`config.mk`:
```
export PLATFORM = sky130hd
export DESIGN_NAME = motion_events
export DESIGN_NICKNAME = d
export VERILOG_FILES = /design/src/verilog/motion_pkg.sv /design/src/verilog/motion_link_if.sv /design/src/verilog/motion_events.sv /design/src/verilog/phase_decoder.sv /design/src/verilog/sample_timer.sv
export VERILOG_INCLUDE_DIRS = /design/src /design/src/verilog
export SDC_FILE = /design/constraint.sdc
export NUM_CORES = 1
export LEC_CHECK = 0
export BUFFER_PORTS_ARGS = -buffer_cell sky130_fd_sc_hd__buf_2
export CORE_ASPECT_RATIO = 0.8
export CORE_MARGIN = 3
export CORE_UTILIZATION = 35
export CTS_CLUSTER_SIZE = 10
export DETAILED_ROUTE_END_ITERATION = 7
export PLACE_DENSITY_LB_ADDON = 0.2
export REMOVE_ABC_BUFFERS = 1
export SYNTH_ARGS = -nofsm -noshare
export SYNTH_HDL_FRONTEND = slang
export SYNTH_HIERARCHICAL = 1
export SYNTH_SLANG_ARGS = --single-unit
```
`constraint.sdc`:
```
create_clock -name sys_clk -period 6.74 [get_ports sys_clk]
set_input_delay 0.674 -clock sys_clk [delete_from_list [all_inputs] [get_ports sys_clk]]
set_output_delay 0.674 -clock sys_clk [all_outputs]
set_load 0.01 [all_outputs]
```
`src/verilog/motion_defines.svh`:
```
// Offsets, field positions, reset values and widths of the motion task and event block
`ifndef MOTION_DEFINES_SVH
`define MOTION_DEFINES_SVH

// Register byte offsets
`define START_TASK_OFS                  12'h000
`define STOP_TASK_OFS                   12'h004
`define MOTION_TOTAL_READCLEAR_TASK_OFS 12'h00C
`define TWO_STEP_READCLEAR_TASK_OFS     12'h010
`define EVENT_BASE_OFS                  12'h100
`define NEW_SAMPLE_EVENT_FLAG_OFS       12'h100
`define REPORT_EVENT_FLAG_OFS           12'h104
`define TOTAL_OVERFLOW_EVENT_FLAG_OFS   12'h108
`define TWO_STEP_EVENT_FLAG_OFS         12'h10C
`define SAMPLE_INTERVAL_OFS             12'h508
`define SAMPLE_VALUE_OFS                12'h50C
`define REPORT_INTERVAL_OFS             12'h510
`define MOTION_TOTAL_OFS                12'h514
`define MOTION_TOTAL_COPY_OFS           12'h518
`define TWO_STEP_TOTAL_OFS              12'h544
`define TWO_STEP_COPY_OFS               12'h548
`define INT_STATUS_OFS                  12'h600
`define INT_MASK_OFS                    12'h604

// Field positions
`define TASK_TRIGGER_BIT 0
`define EVENT_FLAG_BIT   0
`define EV_NEW_SAMPLE    0
`define EV_REPORT        1
`define EV_OVERFLOW      2
`define EV_TWO_STEP      3
`define EV_COUNT         4

// Widths and limits
`define TOTAL_W    32
`define INTERVAL_W 16
`define TOTAL_MAX  32'h7FFFFFFF
`define TOTAL_MIN  32'h80000000
`define COUNT_MAX  32'hFFFFFFFF

// Reset values
`define SAMPLE_INTERVAL_RESET 16'h0031
`define REPORT_INTERVAL_RESET 16'h000A
`define REG_RESET             32'h00000000

`endif

```
`src/verilog/motion_pkg.sv`:
```
// State types of the motion task and event block
package motion_pkg;
`include "motion_defines.svh"

   typedef struct packed {
      logic [1:0] sync1;
      logic [1:0] sync2;
      logic [1:0] last_ab;
      logic       sample_done;
      logic       report_done;
      logic       step_up;
      logic       step_down;
      logic       dbl;
   } decoder_state_type;

   typedef struct packed {
      logic [`INTERVAL_W-1:0] cnt;
      logic [`INTERVAL_W-1:0] rcnt;
      logic                   tick;
      logic                   report_tick;
   } timer_state_type;

   typedef struct packed {
      logic                   running;
      logic [`TOTAL_W-1:0]    motion_total;
      logic [`TOTAL_W-1:0]    motion_total_copy;
      logic [`TOTAL_W-1:0]    two_step_total;
      logic [`TOTAL_W-1:0]    two_step_copy;
      logic [`TOTAL_W-1:0]    sample_value;
      logic [`INTERVAL_W-1:0] sample_interval;
      logic [`INTERVAL_W-1:0] report_interval;
      logic [`EV_COUNT-1:0]   ev;
      logic [`EV_COUNT-1:0]   int_status;
      logic [`EV_COUNT-1:0]   int_mask;
      logic [31:0]            prdata;
   } core_state_type;
endpackage

```
`src/verilog/motion_link_if.sv`:
```
// Sample timing and decoded steps passed between the block's own modules
`timescale 1ns/1ns
`default_nettype none
interface motion_link_if;
   logic tick;
   logic report_tick;
   logic sample_done;
   logic report_done;
   logic step_up;
   logic step_down;
   logic dbl;

   modport timer_mp (output tick, output report_tick);
   modport decoder_mp (input tick, input report_tick, output sample_done, output report_done,
                       output step_up, output step_down, output dbl);
   modport core_mp (input sample_done, input report_done, input step_up, input step_down,
                    input dbl);
endinterface
`default_nettype wire

```
`src/verilog/motion_events.sv`:
```
// Function
// (RULE_01) Motion read-clear task: copy total, then zero
// (RULE_02) Two-step read-clear task: copy total, then zero
// (RULE_03) Read-clear is atomic; no step lost
// (RULE_04) New-sample flag on every sample update
// (RULE_05) Report flag after interval if motion nonzero
// (RULE_06) Overflow flag when either total overflows
// (RULE_07) Two-step flag after interval if nonzero
// (RULE_08) Totals count steps and double transitions
// (RULE_09) Report interval sets samples per report
// (RULE_10) After start, sample updates every interval
// (RULE_11) Flags stay set until written zero
`timescale 1ns/1ns
`default_nettype none
`include "motion_defines.svh"
module motion_events (
   input  wire logic        sys_clk,
   input  wire logic        sys_rst,
   input  wire logic        phase_a,
   input  wire logic        phase_b,
   input  wire logic [11:0] paddr,
   input  wire logic        psel,
   input  wire logic        penable,
   input  wire logic        pwrite,
   input  wire logic [31:0] pwdata,
   output logic      [31:0] prdata,
   output logic             pready,
   output logic             pslverr,
   output logic             irq
);
   motion_pkg::core_state_type st_r;
   motion_pkg::core_state_type st_nxt;
   motion_link_if               link ();

   // Bus decode and task triggers
   logic [11:0]          addr_al;
   logic                 bus_wr;
   logic                 bus_rd;
   logic                 rc_motion;
   logic                 rc_two_step;

   // Per-sample steps and overflow
   logic                 up;
   logic                 down;
   logic                 dbl_inc;
   logic                 motion_ovf;
   logic                 two_step_ovf;
   logic [`TOTAL_W-1:0]  delta;

   // Event set and clear vectors
   logic [`EV_COUNT-1:0] ev_set;
   logic [`EV_COUNT-1:0] ev_clr;

   // Offsets that answer without error
   function automatic logic addr_known(input logic [11:0] a);
      case (a)
         `START_TASK_OFS, `STOP_TASK_OFS, `MOTION_TOTAL_READCLEAR_TASK_OFS,
         `TWO_STEP_READCLEAR_TASK_OFS, `NEW_SAMPLE_EVENT_FLAG_OFS, `REPORT_EVENT_FLAG_OFS,
         `TOTAL_OVERFLOW_EVENT_FLAG_OFS, `TWO_STEP_EVENT_FLAG_OFS, `SAMPLE_INTERVAL_OFS,
         `SAMPLE_VALUE_OFS, `REPORT_INTERVAL_OFS, `MOTION_TOTAL_OFS, `MOTION_TOTAL_COPY_OFS,
         `TWO_STEP_TOTAL_OFS, `TWO_STEP_COPY_OFS, `INT_STATUS_OFS, `INT_MASK_OFS:
            addr_known = 1'b1;
         default:
            addr_known = 1'b0;
      endcase
   endfunction

   // Read data by offset; task registers read as zero
   function automatic logic [31:0] read_mux(input logic [11:0] a,
                                            input motion_pkg::core_state_type s);
      case (a)
         `NEW_SAMPLE_EVENT_FLAG_OFS:     read_mux = {31'h00000000, s.ev[`EV_NEW_SAMPLE]};
         `REPORT_EVENT_FLAG_OFS:         read_mux = {31'h00000000, s.ev[`EV_REPORT]};
         `TOTAL_OVERFLOW_EVENT_FLAG_OFS: read_mux = {31'h00000000, s.ev[`EV_OVERFLOW]};
         `TWO_STEP_EVENT_FLAG_OFS:       read_mux = {31'h00000000, s.ev[`EV_TWO_STEP]};
         `SAMPLE_INTERVAL_OFS:           read_mux = {16'h0000, s.sample_interval};
         `SAMPLE_VALUE_OFS:              read_mux = s.sample_value;
         `REPORT_INTERVAL_OFS:           read_mux = {16'h0000, s.report_interval};
         `MOTION_TOTAL_OFS:              read_mux = s.motion_total;
         `MOTION_TOTAL_COPY_OFS:         read_mux = s.motion_total_copy;
         `TWO_STEP_TOTAL_OFS:            read_mux = s.two_step_total;
         `TWO_STEP_COPY_OFS:             read_mux = s.two_step_copy;
         `INT_STATUS_OFS:                read_mux = {28'h0000000, s.int_status};
         `INT_MASK_OFS:                  read_mux = {28'h0000000, s.int_mask};
         default:                        read_mux = 32'h00000000;
      endcase
   endfunction

   sample_timer u_timer (
      .sys_clk         (sys_clk),
      .sys_rst         (sys_rst),
      .running         (st_r.running),
      .sample_interval (st_r.sample_interval),
      .report_interval (st_r.report_interval),
      .link            (link.timer_mp)
   );

   phase_decoder u_decoder (
      .sys_clk (sys_clk),
      .sys_rst (sys_rst),
      .phase_a (phase_a),
      .phase_b (phase_b),
      .link    (link.decoder_mp)
   );

   // Bus qualifiers and per-sample step decode
   always_comb begin
      addr_al = {paddr[11:2], 2'h0};
      bus_wr = psel && penable && pwrite;
      bus_rd = psel && penable && !pwrite;
      // A task fires only with its trigger bit set
      rc_motion = bus_wr && addr_al == `MOTION_TOTAL_READCLEAR_TASK_OFS &&
                  pwdata[`TASK_TRIGGER_BIT];
      rc_two_step = bus_wr && addr_al == `TWO_STEP_READCLEAR_TASK_OFS &&
                    pwdata[`TASK_TRIGGER_BIT];
      // Steps count only on the sample strobe
      up = link.sample_done && link.step_up;
      down = link.sample_done && link.step_down;
      dbl_inc = link.sample_done && link.dbl;
      delta = up ? 32'h00000001 : (down ? 32'hFFFFFFFF : 32'h00000000);
      // A freshly cleared total cannot overflow on one step
      motion_ovf = !rc_motion && ((up && st_r.motion_total == `TOTAL_MAX) ||
                                  (down && st_r.motion_total == `TOTAL_MIN)); // [RULE_06]
      two_step_ovf = !rc_two_step && dbl_inc && st_r.two_step_total == `COUNT_MAX;
   end

   // Next state of registers, totals and flags
   always_comb begin
      st_nxt = st_r;
      ev_set = '0;
      ev_clr = '0;
      // Read data captured in setup so prdata comes from a flop
      if (psel && !penable && !pwrite) begin
         st_nxt.prdata = read_mux(addr_al, st_r);
      end
      if (bus_wr && addr_al == `START_TASK_OFS && pwdata[`TASK_TRIGGER_BIT]) begin
         st_nxt.running = 1'b1;
      end
      // Stop is decoded last, so it wins a clash
      if (bus_wr && addr_al == `STOP_TASK_OFS && pwdata[`TASK_TRIGGER_BIT]) begin
         st_nxt.running = 1'b0;
      end
      if (bus_wr && addr_al == `SAMPLE_INTERVAL_OFS) begin
         st_nxt.sample_interval = pwdata[`INTERVAL_W-1:0];
      end
      if (bus_wr && addr_al == `REPORT_INTERVAL_OFS) begin
         st_nxt.report_interval = pwdata[`INTERVAL_W-1:0];
      end
      if (bus_wr && addr_al == `INT_MASK_OFS) begin
         st_nxt.int_mask = pwdata[`EV_COUNT-1:0];
      end
      // Copy and restart from this cycle's step, so nothing counted is lost
      if (rc_motion) begin
         st_nxt.motion_total_copy = st_r.motion_total; // [RULE_01]
         st_nxt.motion_total = delta; // [RULE_03]
      end else if (!motion_ovf) begin
         st_nxt.motion_total = st_r.motion_total + delta; // [RULE_08]
      end
      if (rc_two_step) begin
         st_nxt.two_step_copy = st_r.two_step_total; // [RULE_02]
         st_nxt.two_step_total = {31'h00000000, dbl_inc}; // [RULE_03]
      end else if (dbl_inc && !two_step_ovf) begin
         st_nxt.two_step_total = st_r.two_step_total + 32'h00000001; // [RULE_08]
      end
      if (link.sample_done) begin
         st_nxt.sample_value = delta;
      end
      ev_set[`EV_NEW_SAMPLE] = link.sample_done; // [RULE_04]
      ev_set[`EV_REPORT] = link.report_done && st_nxt.motion_total != '0; // [RULE_05]
      ev_set[`EV_OVERFLOW] = motion_ovf || two_step_ovf; // [RULE_06]
      ev_set[`EV_TWO_STEP] = link.report_done && st_nxt.two_step_total != '0; // [RULE_07]
      // Written zero clears a flag; a set in the same cycle still wins
      for (int i = 0; i < `EV_COUNT; i++) begin
         ev_clr[i] = bus_wr && !pwdata[`EVENT_FLAG_BIT] &&
                     addr_al == (`EVENT_BASE_OFS + 12'(4 * i));
         st_nxt.ev[i] = ev_set[i] || (st_r.ev[i] && !ev_clr[i]); // [RULE_11]
      end
      // Read clears only the bits that the read returned
      st_nxt.int_status = ev_set | (st_r.int_status &
         ~((bus_rd && addr_al == `INT_STATUS_OFS) ? st_r.prdata[`EV_COUNT-1:0] : 4'h0));
   end

   // State register
   always_ff @(posedge sys_clk) begin
      if (sys_rst) begin
         st_r <= '0;
         // Intervals come up at their defaults
         st_r.sample_interval <= `SAMPLE_INTERVAL_RESET;
         st_r.report_interval <= `REPORT_INTERVAL_RESET;
      end else begin
         st_r <= st_nxt;
      end
   end

   // Zero-wait slave; error only on unmapped offsets
   assign prdata = st_r.prdata;
   assign pready = 1'b1;
   assign pslverr = psel && penable && !addr_known(addr_al);
   // Level interrupt while a masked status bit is set
   assign irq = |(st_r.int_status & st_r.int_mask);

   // Task, count and flag checks
   a_motion_copy: assert property (@(posedge sys_clk) disable iff (sys_rst) // [RULE_01]
      rc_motion |=> st_r.motion_total_copy == $past(st_r.motion_total))
      else $error("motion snapshot wrong");
   a_motion_zero: assert property (@(posedge sys_clk) disable iff (sys_rst) // [RULE_01]
      (rc_motion && !link.sample_done) |=> st_r.motion_total == 32'h00000000)
      else $error("motion total not cleared");
   a_two_step_copy: assert property (@(posedge sys_clk) disable iff (sys_rst) // [RULE_02]
      rc_two_step |=> st_r.two_step_copy == $past(st_r.two_step_total) &&
                      st_r.two_step_total == {31'h00000000, $past(dbl_inc)})
      else $error("two-step snapshot or clear wrong");
   a_atomic_keep: assert property (@(posedge sys_clk) disable iff (sys_rst) // [RULE_03]
      (rc_motion && (up || down)) |=> st_r.motion_total == $past(delta))
      else $error("step lost during read-clear");
   a_sample_flag: assert property (@(posedge sys_clk) disable iff (sys_rst) // [RULE_04]
      link.sample_done |=> st_r.ev[`EV_NEW_SAMPLE] && st_r.int_status[`EV_NEW_SAMPLE])
      else $error("new-sample flag not set");
   a_report_flag: assert property (@(posedge sys_clk) disable iff (sys_rst) // [RULE_05]
      (link.report_done && !st_r.ev[`EV_REPORT]) |=>
         st_r.ev[`EV_REPORT] == (st_r.motion_total != 32'h00000000))
      else $error("report flag disagrees with motion total");
   a_overflow_hold: assert property (@(posedge sys_clk) disable iff (sys_rst) // [RULE_06]
      motion_ovf |=> st_r.ev[`EV_OVERFLOW] && $stable(st_r.motion_total))
      else $error("overflow not flagged or total moved");
   a_two_step_flag: assert property (@(posedge sys_clk) disable iff (sys_rst) // [RULE_07]
      (link.report_done && !st_r.ev[`EV_TWO_STEP]) |=>
         st_r.ev[`EV_TWO_STEP] == (st_r.two_step_total != 32'h00000000))
      else $error("two-step flag disagrees with total");
   a_step_count: assert property (@(posedge sys_clk) disable iff (sys_rst) // [RULE_08]
      (up && !rc_motion && !motion_ovf) |=> st_r.motion_total == $past(st_r.motion_total) + 1)
      else $error("step not accumulated");
   a_flag_sticky: assert property (@(posedge sys_clk) disable iff (sys_rst) // [RULE_11]
      (st_r.ev[`EV_REPORT] && !ev_clr[`EV_REPORT]) |=> st_r.ev[`EV_REPORT])
      else $error("report flag dropped without a clear");

   // Two-step total restarts at zero on its task
   a_two_step_zero: assert property (@(posedge sys_clk) disable iff (sys_rst) // [RULE_02]
      (rc_two_step && !dbl_inc) |=>
         st_r.two_step_total == 32'h00000000)
      else $error("two-step total not cleared");

   // Motion snapshot moves only on its own task
   a_copy_hold: assert property (@(posedge sys_clk) disable iff (sys_rst) // [RULE_01]
      !rc_motion |=>
         $stable(st_r.motion_total_copy))
      else $error("motion snapshot moved without a task");

   // Two-step snapshot moves only on its own task
   a_two_copy_hold: assert property (@(posedge sys_clk) disable iff (sys_rst) // [RULE_02]
      !rc_two_step |=>
         $stable(st_r.two_step_copy))
      else $error("two-step snapshot moved without a task");

   // Reverse step takes one off the total
   a_down_count: assert property (@(posedge sys_clk) disable iff (sys_rst) // [RULE_08]
      (down && !rc_motion && !motion_ovf) |=>
         st_r.motion_total == $past(st_r.motion_total) - 32'h00000001)
      else $error("reverse step not accumulated");

   // Each double adds one to its own total
   a_two_step_count: assert property (@(posedge sys_clk) disable iff (sys_rst) // [RULE_08]
      (dbl_inc && !rc_two_step && !two_step_ovf) |=>
         st_r.two_step_total == $past(st_r.two_step_total) + 32'h00000001)
      else $error("double transition not accumulated");

   // A double leaves the motion total alone
   a_double_no_motion: assert property (@(posedge sys_clk) disable iff (sys_rst) // [RULE_08]
      (dbl_inc && !rc_motion) |=>
         $stable(st_r.motion_total))
      else $error("double transition moved the motion total");

   // Sample register takes each sample's step
   a_sample_value: assert property (@(posedge sys_clk) disable iff (sys_rst) // [RULE_04]
      link.sample_done |=>
         st_r.sample_value == $past(delta))
      else $error("sample value not updated");

   // Written zero clears when no sample lands
   a_sample_clear: assert property (@(posedge sys_clk) disable iff (sys_rst) // [RULE_11]
      (ev_clr[`EV_NEW_SAMPLE] && !link.sample_done) |=>
         !st_r.ev[`EV_NEW_SAMPLE])
      else $error("new-sample flag not cleared");

   // Overflow flag rises only on an overflow
   a_overflow_quiet: assert property (@(posedge sys_clk) disable iff (sys_rst) // [RULE_06]
      (!motion_ovf && !two_step_ovf && !st_r.ev[`EV_OVERFLOW]) |=>
         !st_r.ev[`EV_OVERFLOW])
      else $error("overflow flag without an overflow");

   // Report flag rises only at a report boundary
   a_report_idle: assert property (@(posedge sys_clk) disable iff (sys_rst) // [RULE_05]
      (!link.report_done && !st_r.ev[`EV_REPORT]) |=>
         !st_r.ev[`EV_REPORT])
      else $error("report flag outside a report");

   // Two-step flag likewise waits for a report
   a_two_step_idle: assert property (@(posedge sys_clk) disable iff (sys_rst) // [RULE_07]
      (!link.report_done && !st_r.ev[`EV_TWO_STEP]) |=>
         !st_r.ev[`EV_TWO_STEP])
      else $error("two-step flag outside a report");
endmodule
`default_nettype wire

```
`src/verilog/phase_decoder.sv`:
```
// Phase input synchroniser and per-sample transition decoder
`timescale 1ns/1ns
`default_nettype none
module phase_decoder (
   input  wire logic       sys_clk,
   input  wire logic       sys_rst,
   input  wire logic       phase_a,
   input  wire logic       phase_b,
   motion_link_if.decoder_mp link
);
   motion_pkg::decoder_state_type st_r;
   motion_pkg::decoder_state_type st_nxt;

   // Forward order is 00, 01, 11, 10
   function automatic logic is_forward(input logic [1:0] prev, input logic [1:0] cur);
      is_forward = ({prev, cur} == 4'h1) || ({prev, cur} == 4'h7) ||
                   ({prev, cur} == 4'hE) || ({prev, cur} == 4'h8);
   endfunction

   // Compare against the last sampled phase pair at each tick
   always_comb begin
      st_nxt = st_r;
      st_nxt.sync1 = {phase_a, phase_b};
      st_nxt.sync2 = st_r.sync1;
      st_nxt.sample_done = link.tick;
      st_nxt.report_done = link.report_tick;
      st_nxt.step_up = 1'b0;
      st_nxt.step_down = 1'b0;
      st_nxt.dbl = 1'b0;
      if (link.tick) begin
         st_nxt.last_ab = st_r.sync2;
         // Both phases moved: direction is lost, only the double is counted
         if ((st_r.sync2 ^ st_r.last_ab) == 2'h3) begin // [RULE_08]
            st_nxt.dbl = 1'b1;
         end else if (st_r.sync2 != st_r.last_ab) begin
            st_nxt.step_up = is_forward(st_r.last_ab, st_r.sync2);
            st_nxt.step_down = !is_forward(st_r.last_ab, st_r.sync2);
         end
      end
   end

   // State register
   always_ff @(posedge sys_clk) begin
      if (sys_rst) begin
         st_r <= '0;
      end else begin
         st_r <= st_nxt;
      end
   end

   assign link.sample_done = st_r.sample_done;
   assign link.report_done = st_r.report_done;
   assign link.step_up = st_r.step_up;
   assign link.step_down = st_r.step_down;
   assign link.dbl = st_r.dbl;

   a_double_detect: assert property (@(posedge sys_clk) disable iff (sys_rst) // [RULE_08]
      (link.tick && (st_r.sync2 ^ st_r.last_ab) == 2'h3) |=> st_r.dbl && !st_r.step_up)
      else $error("double transition not flagged");
endmodule
`default_nettype wire

```
`src/verilog/sample_timer.sv`:
```
// Sample period and report interval counter
`timescale 1ns/1ns
`default_nettype none
`include "motion_defines.svh"
module sample_timer (
   input  wire logic                   sys_clk,
   input  wire logic                   sys_rst,
   input  wire logic                   running,
   input  wire logic [`INTERVAL_W-1:0] sample_interval,
   input  wire logic [`INTERVAL_W-1:0] report_interval,
   motion_link_if.timer_mp             link
);
   motion_pkg::timer_state_type st_r;
   motion_pkg::timer_state_type st_nxt;

   // One tick every sample_interval+1 cycles; a report every report_interval ticks
   always_comb begin
      st_nxt = st_r;
      st_nxt.tick = 1'b0;
      st_nxt.report_tick = 1'b0;
      if (!running) begin
         st_nxt.cnt = '0;
         st_nxt.rcnt = '0;
      end else if (st_r.cnt >= sample_interval) begin // [RULE_10]
         st_nxt.cnt = '0;
         st_nxt.tick = 1'b1;
         // Zero interval behaves as one, so a report is never starved
         if ((st_r.rcnt + 16'h0001) >= report_interval) begin // [RULE_09]
            st_nxt.rcnt = '0;
            st_nxt.report_tick = 1'b1;
         end else begin
            st_nxt.rcnt = st_r.rcnt + 16'h0001;
         end
      end else begin
         st_nxt.cnt = st_r.cnt + 16'h0001;
      end
   end

   // State register
   always_ff @(posedge sys_clk) begin
      if (sys_rst) begin
         st_r <= '0;
      end else begin
         st_r <= st_nxt;
      end
   end

   assign link.tick = st_r.tick;
   assign link.report_tick = st_r.report_tick;

   a_report_on_tick: assert property (@(posedge sys_clk) disable iff (sys_rst) // [RULE_09]
      st_r.report_tick |-> st_r.tick)
      else $error("report tick without sample tick");
   a_tick_spacing: assert property (@(posedge sys_clk) disable iff (sys_rst) // [RULE_10]
      (st_r.tick && running && $stable(sample_interval) && sample_interval == 16'h0002)
      |=> !st_r.tick ##1 !st_r.tick)
      else $error("sample ticks closer than the interval");
endmodule
`default_nettype wire
```
==> results of run 1 <==
kinds of logic after synthesis:
logic type               share of synthesized area (%)
adder cells (fa/ha/maj)                           5.94
other                                           0.0264
flip-flops                                        35.5
XOR/XNOR                                          5.23
multiplexers                                      2.20
AND/OR/NAND/NOR                                   24.0
AO/OA/AOI/OAI                                     20.8
buffers and inverters                             6.38
metal layers:
metal / vias to the layer above / track usage (%)
met5: - / 0
met1: 6395 / 31.8
met3: 62 / 4.04
li1: 6389 / -
met2: 428 / 28.9
met4: 2 / 3.57
registers in the layout (all words and copies together), names as in the netlist:
register / count
u_decoder/link.dbl: 1
u_decoder/link.sample_done: 1
u_decoder/link.step_up: 1
u_decoder/st_r: 4
u_decoder/st_nxt: 2
u_timer/link.tick: 1
u_timer/link.report_tick: 1
u_decoder/link.report_done: 1
st_r: 175
u_decoder/link.step_down: 1
prdata: 32
u_timer/st_r: 32
layout make-up:
type	count	share of cell area [%]
inverter	53	1.28
clock buffer	33	4.78
multi-input combinational	1361	53.6
sequential	252	32.6
timing repair buffer	87	3.19
tap	536	4.33
clock inverter	2	0.250
worst max-delay path, cell delays in order (launching register included):
cell,delay [ns]
dfxtp_1,0.49
nand2_1,0.16
or2_2,0.35
inv_1,0.33
buf_4,0.30
ha_1,0.34
a21oi_1,0.35
o211ai_1,0.15
a221oi_1,0.34
o31ai_1,0.22
a221oi_1,0.45
xor2_1,0.22
a31oi_1,0.14
nor4_1,0.25
o2111ai_1,0.18
o41ai_1,0.38
buf_4,0.22
nand2_1,0.05
placed cells by master (no fill, tap or decap), drive strengths merged, types with 8 or more instances in the layout:
cell type	instances
nand2b	8
a31oi	16
inv	54
clkbuf	33
o21ai	69
xnor2	50
a21o	21
buf	87
a21oi	168
nand3	47
dfxtp	252
a22o	19
a222oi	29
a211oi	25
or3	12
ha	66
nor2	171
nand2	318
nand3b	9
nor4	15
nor3	32
nand4	38
a311oi	16
xor2	35
and3	23
mux2i	29
a32o	11
and4	13
o21a	8
a221oi	8
power by group through the flow:
| stage | sequential (uW) | combinational [uW] | clock, uW |
|---|---|---|---|
| global placement | 1540 | 107 | 0 |
| floorplan | 1540 | 36.3 | 0 |
| finish | 1510 | 108 | 1400 |
| CTS | 1510 | 108 | 1440 |
| global route | 1510 | 117 | 1500 |
| detailed placement | 1540 | 108 | 0 |
through the flow:
stage / cell area (sq um) / std cells / power [uW] / hold WS, ns
6_report: 15500 / 2324 / 3020 / 0.334
5_1_grt: 15500 / 2324 / 3120 / 0.332
4_1_cts: 15500 / 2324 / 3050 / 0.312
3_5_place_dp: 14700 / 2289 / 1650 / 0.422
3_3_place_gp: 14700 / 2289 / 1650 / 0.423
2_1_floorplan: 13500 / 1666 / 1580 / 0.411
how the worst max path moves through the flow:
| stage | from | end | slack (ns) | depth (start not counted) |
|---|---|---|---|---|
| 3_5_place_dp | u_decoder/link.sample_done | st_r[41] | 1.73 | 17 |
| 4_1_cts | u_decoder/link.sample_done | st_r[41] | 1.70 | 17 |
| 3_3_place_gp | u_decoder/link.sample_done | st_r[41] | 1.88 | 17 |
| 5_1_grt | u_decoder/link.sample_done | st_r[41] | 1.35 | 17 |
| 2_1_floorplan | paddr[9] | st_r[45] | 2.33 | 8 |
| 6_report | u_decoder/link.sample_done | st_r[41] | 1.70 | 17 |
==> impl_metrics.json, run 1 <==
{
  "outcome": "finished, final reports clean",
  "wl_met1_microns": 23000,
  "grtUsageTotal_pct": 20.4,
  "antenna_found_initial": 1,
  "wl_microns": 45500,
  "worst_slew_pin_slew_ns": 1.16,
  "p_leak_uw": 0.00570,
  "design.core.area_sq_mm": 0.0398,
  "die_w_microns": 231,
  "rsz0062_at_grt": "false",
  "synth.most_common_cell": "nand2_1",
  "powerDensity_mw_per_mm2": 195,
  "num_rows": 65,
  "swShare_pct": 22.7,
  "p_sw_uw": 686,
  "drive_above_1_share_pct": 8.28,
  "reg2reg_slack_ns": 1.70,
  "cts_max_path_buffers": 3,
  "yosysTopAreaCellShare_pct": 35.5,
  "num_vias": 13300,
  "ir_drop_uv": 175,
  "pin_count": 86,
  "grt_overflow_total": 0,
  "setup_violations": 0,
  "syn_area_per_cell_sq_um": 7.85,
  "postLayoutSetupSlackWorst_ns": 1.70,
  "ys_seq_area_share_pct": 35.5,
  "power_frac_comb_pct": 3.6,
  "fmax_mhz": 198,
  "post-dp-hpwl_microns": 33200,
  "grt_pass1_vias": 12300,
  "initial_core_util_pct": 35.8,
  "ys_ff_latch": 252,
  "min_period_ns": 5.04,
  "synth-main-ff-cell": "dfxtp_1",
  "critPathMaxFanout": 14,
  "max-slew-margin-rel_pct": 22.5,
  "p_clk_share_pct": 46.5,
  "clock-root-buffer": "clkbuf_16",
  "cts_inserted_buffers": 29,
  "gp_congestion": 0.895,
  "wl_met2_microns": 18400,
  "setup_tns_ns": 0,
  "maxCapViolCount": 0,
  "clock_latency_ns": 0.56,
  "seq_area_sq_mm": 0.00504,
  "grt_pass1_wl_microns": 71100,
  "synth_cells": 1812,
  "synth.area.top_cells": "dfxtp_1, nand2_1, a21oi_1, ha_1, nor2_1",
  "min_from": "phase_b",
  "synth_area_sq_mm": 0.0142,
  "multiInputGateArea_sq_mm": 0.00830,
  "cts_resized": 0,
  "p_seq_share_pct": 49.9,
  "hp-class": "in2reg",
  "die_area_sq_mm": 0.0431,
  "timing.rr.start": "u_decoder/link.sample_done",
  "crit_type": "reg2reg",
  "crit_required_ns": 7.19,
  "area_growth_pct": 8.86,
  "drc": 0,
  "grt_max_degree": 86,
  "wl_per_cell_microns": 19.6,
  "drtPass1Iterations": 7,
  "endpoint_kind": "register",
  "fin_nets": 1902,
  "ff2ff_path_depth": 17,
  "cts_tree": "built",
  "antennaDiodeCount": 0,
  "worstPathArrival_ns": 5.49,
  "finalMaxSlewViolations": 0,
  "timing.rr.end": "st_r[41]",
  "post-route-util_pct": 38.9,
  "path_clk_slew_ns": 0.06,
  "synthArstFlopShare_pct": 0,
  "fin_crit_sh_pct": 74.8,
  "htreeDepth": 1,
  "top_layer": "met5",
  "first_iter_violations": 1510,
  "intPower_uw": 2330,
  "place_worst_setup_slack_ns": 1.73,
  "yosysUniqueCellTypes": 78,
  "synth_edf_count": 0,
  "post_cts_buffers": 0,
  "synth_top_area_cell": "dfxtp_1",
  "wl_met3_microns": 3390,
  "yosys_warnings": 6,
  "whs_endpoint": "u_decoder/st_nxt[7]",
  "via_per_inst": 5.71,
  "hold_buffers": 0,
  "finalHoldViolCount": 0,
  "skew_ns": 0.0109,
  "whs_path_depth": 2,
  "synth_common_cells": "nand2_1, dfxtp_1, nor2_1",
  "drtAntennaViolNets": 0,
  "nFillCells": 4131,
  "start_kind": "register",
  "dieHeight_microns": 186,
  "portBuffers": 66,
  "cts_sinks": 252
}
Note: power is estimated with default switching activity, not from simulation.
==> run 2: changes to the inputs <==
==> constraint.sdc (replaced) <==
create_clock -name sys_clk -period 4.8 [get_ports sys_clk]
set_input_delay 0.48 -clock sys_clk [delete_from_list [all_inputs] [get_ports sys_clk]]
set_output_delay 0.48 -clock sys_clk [all_outputs]
set_load 0.01 [all_outputs]
==> run 2 against run 1 <==
First-iteration DRC count is 5.9% lower. Wire length hardly changed. Global-route usage is 0.21 points higher. Critical endpoint unchanged. Power is 41% higher. Non-clock buffer count is 9 higher. Count of clock-buffer cells in the layout is 2 higher. Clock power is 43% higher. The flow now finishes with violations (DRC). Die area stayed put.
==> impl_metrics.json, run 2 (synthesis gave the netlist of run 1 again) <==
{
  "outcome": "complete, but fails checks",
  "violations": "DRC",
  "design.core.area_sq_mm": 0.0398,
  "stdcell_area_sq_mm": 0.0156,
  "holdWs_ns": 0.141,
  "top_register": "st_r",
  "hold_buffers": 0,
  "wl_met3_microns": 3830,
  "grt_max_degree": 88,
  "top_layer": "met4",
  "clock_latency_ns": 0.58,
  "cts_resized": 0,
  "dieHeight_microns": 186,
  "placed_area_sq_mm": 0.0148,
  "wl_per_cell_microns": 19.4,
  "cts_tree": "built",
  "htreeDepth": 1,
  "post-dp-hpwl_microns": 33500,
  "first_iter_violations": 1421,
  "drc": 2,
  "finalMaxSlewViolations": 0,
  "num_vias": 13400,
  "wl_met2_microns": 17900,
  "min_from": "phase_b",
  "grt_overflow_total": 0,
  "postLayoutSetupSlackWorst_ns": 0.444,
  "min_period_ns": 4.36,
  "finalHoldViolCount": 0,
  "wl_met1_microns": 23100,
  "timing.rr.end": "st_r[41]",
  "skew_ns": 0.0286,
  "fin_nets": 1912,
  "reg2reg_slack_ns": 0.44,
  "grt_pass1_wl_microns": 71600,
  "start_kind": "register",
  "multiInputGateArea_sq_mm": 0.00830,
  "critPathMaxFanout": 33,
  "gp_congestion": 0.908,
  "drtPass1Iterations": 8,
  "crit_start": "u_decoder/link.step_down",
  "place_worst_setup_slack_ns": 0.508,
  "ir_drop_uv": 244,
  "die_w_microns": 231,
  "drtAntennaViolNets": 0,
  "cts_sinks": 252,
  "grt_pass1_vias": 12200,
  "p_leak_uw": 0.00577,
  "wl_microns": 45400,
  "largest_reg_flops": 175,
  "antenna_found_initial": 0,
  "powerDensity_mw_per_mm2": 274,
  "num_rows": 65,
  "cts_inserted_buffers": 30,
  "maxCapViolCount": 0,
  "initial_core_util_pct": 35.8,
  "hp-class": "in2reg",
  "setup_violations": 0,
  "seq_area_sq_mm": 0.00504,
  "max-slew-margin-rel_pct": 16.9,
  "cts_max_path_buffers": 3,
  "whs_path_depth": 2,
  "pin_count": 86,
  "timing.rr.start": "u_decoder/link.step_down",
  "post_cts_buffers": 0,
  "endpoint_kind": "register",
  "rsz0062_at_grt": "false",
  "final_common_cell": "nand2_1",
  "path_clk_slew_ns": 0.05,
  "whs_endpoint": "u_decoder/st_nxt[7]",
  "via_per_inst": 5.72,
  "setup_tns_ns": 0,
  "fin_crit_sh_pct": 90.7,
  "drive_above_1_share_pct": 8.99,
  "most-common-layout-cells": "nand2_1, dfxtp_1, a21oi_1",
  "crit_required_ns": 5.25,
  "crit_type": "reg2reg",
  "area_growth_pct": 9.67,
  "nFillCells": 4111,
  "grtUsageTotal_pct": 20.6,
  "worstPathArrival_ns": 4.80,
  "fmax_mhz": 230,
  "die_area_sq_mm": 0.0431,
  "worst_slew_pin_slew_ns": 1.25,
  "portBuffers": 66,
  "antennaDiodeCount": 0,
  "clock-root-buffer": "clkbuf_16",
  "ff2ff_path_depth": 17
}
## run 2: cell types whose count changed in the layout (fill, tap and decap cells not counted), sizes merged
cell    previous run  this run
inv               54        53
clkbuf            33        35
buf               87        96
bufinv             1         0
clkinv             0         5
## run 2: worst max-delay path by stage
stage,end,cells past startpoint
6_report,st_r[41],17
5_1_grt,st_r[41],17
4_1_cts,st_r[41],17
3_5_place_dp,st_r[41],17
3_3_place_gp,st_r[41],17
2_1_floorplan,st_r[45],8
## run 2: per-layer routing
metal  global-route usage (%)  vias to the layer above
met5                        0                        -
met3                     4.46                       50
met2                     28.1                      497
met1                     33.0                     6396
met4                     3.19                        0
li1                         -                     6428
## run 2: where the power goes
group	internal [uW]	switching (uW)
sequential	2110	10.3
clock	1130	870
combinational	47.9	106
total	3280	986
## run 2: per-stage QoR
stage | instances | total power, uW | utilization (%)
after CTS | 2338 | 4310 | 39.2
after global routing | 2338 | 4420 | 39.2
after floorplan | 1666 | 2220 | -
after global placement | 2298 | 2310 | 37.2
after detailed placement | 2298 | 2320 | 37.2
final | 2338 | 4270 | 39.2
## run 2: worst max-delay path, stage by stage, from the launching register on
cell and delay [ns]:
dfxtp_1 0.33, nand2_1 0.09, or2_2 0.33, inv_1 0.11, buf_12 0.21, ha_1 0.34, a21o_1 0.22, a221o_1 0.42
a21oi_1 0.30, o31ai_1 0.21, a221oi_1 0.38, xor2_1 0.23, a31oi_1 0.11, nor4_1 0.28, o2111ai_1 0.18, o41ai_1 0.27
buf_4 0.19, nand2_1 0.05
## run 2: area by class of cell
type	instances	share of cell area, %
clock buffers	35	5.00
clock inverters	5	0.233
inverters	53	1.27
multi-input cells	1361	53.2
flip-flops and latches	252	32.3
well taps	536	4.30
repair buffers	96	3.68
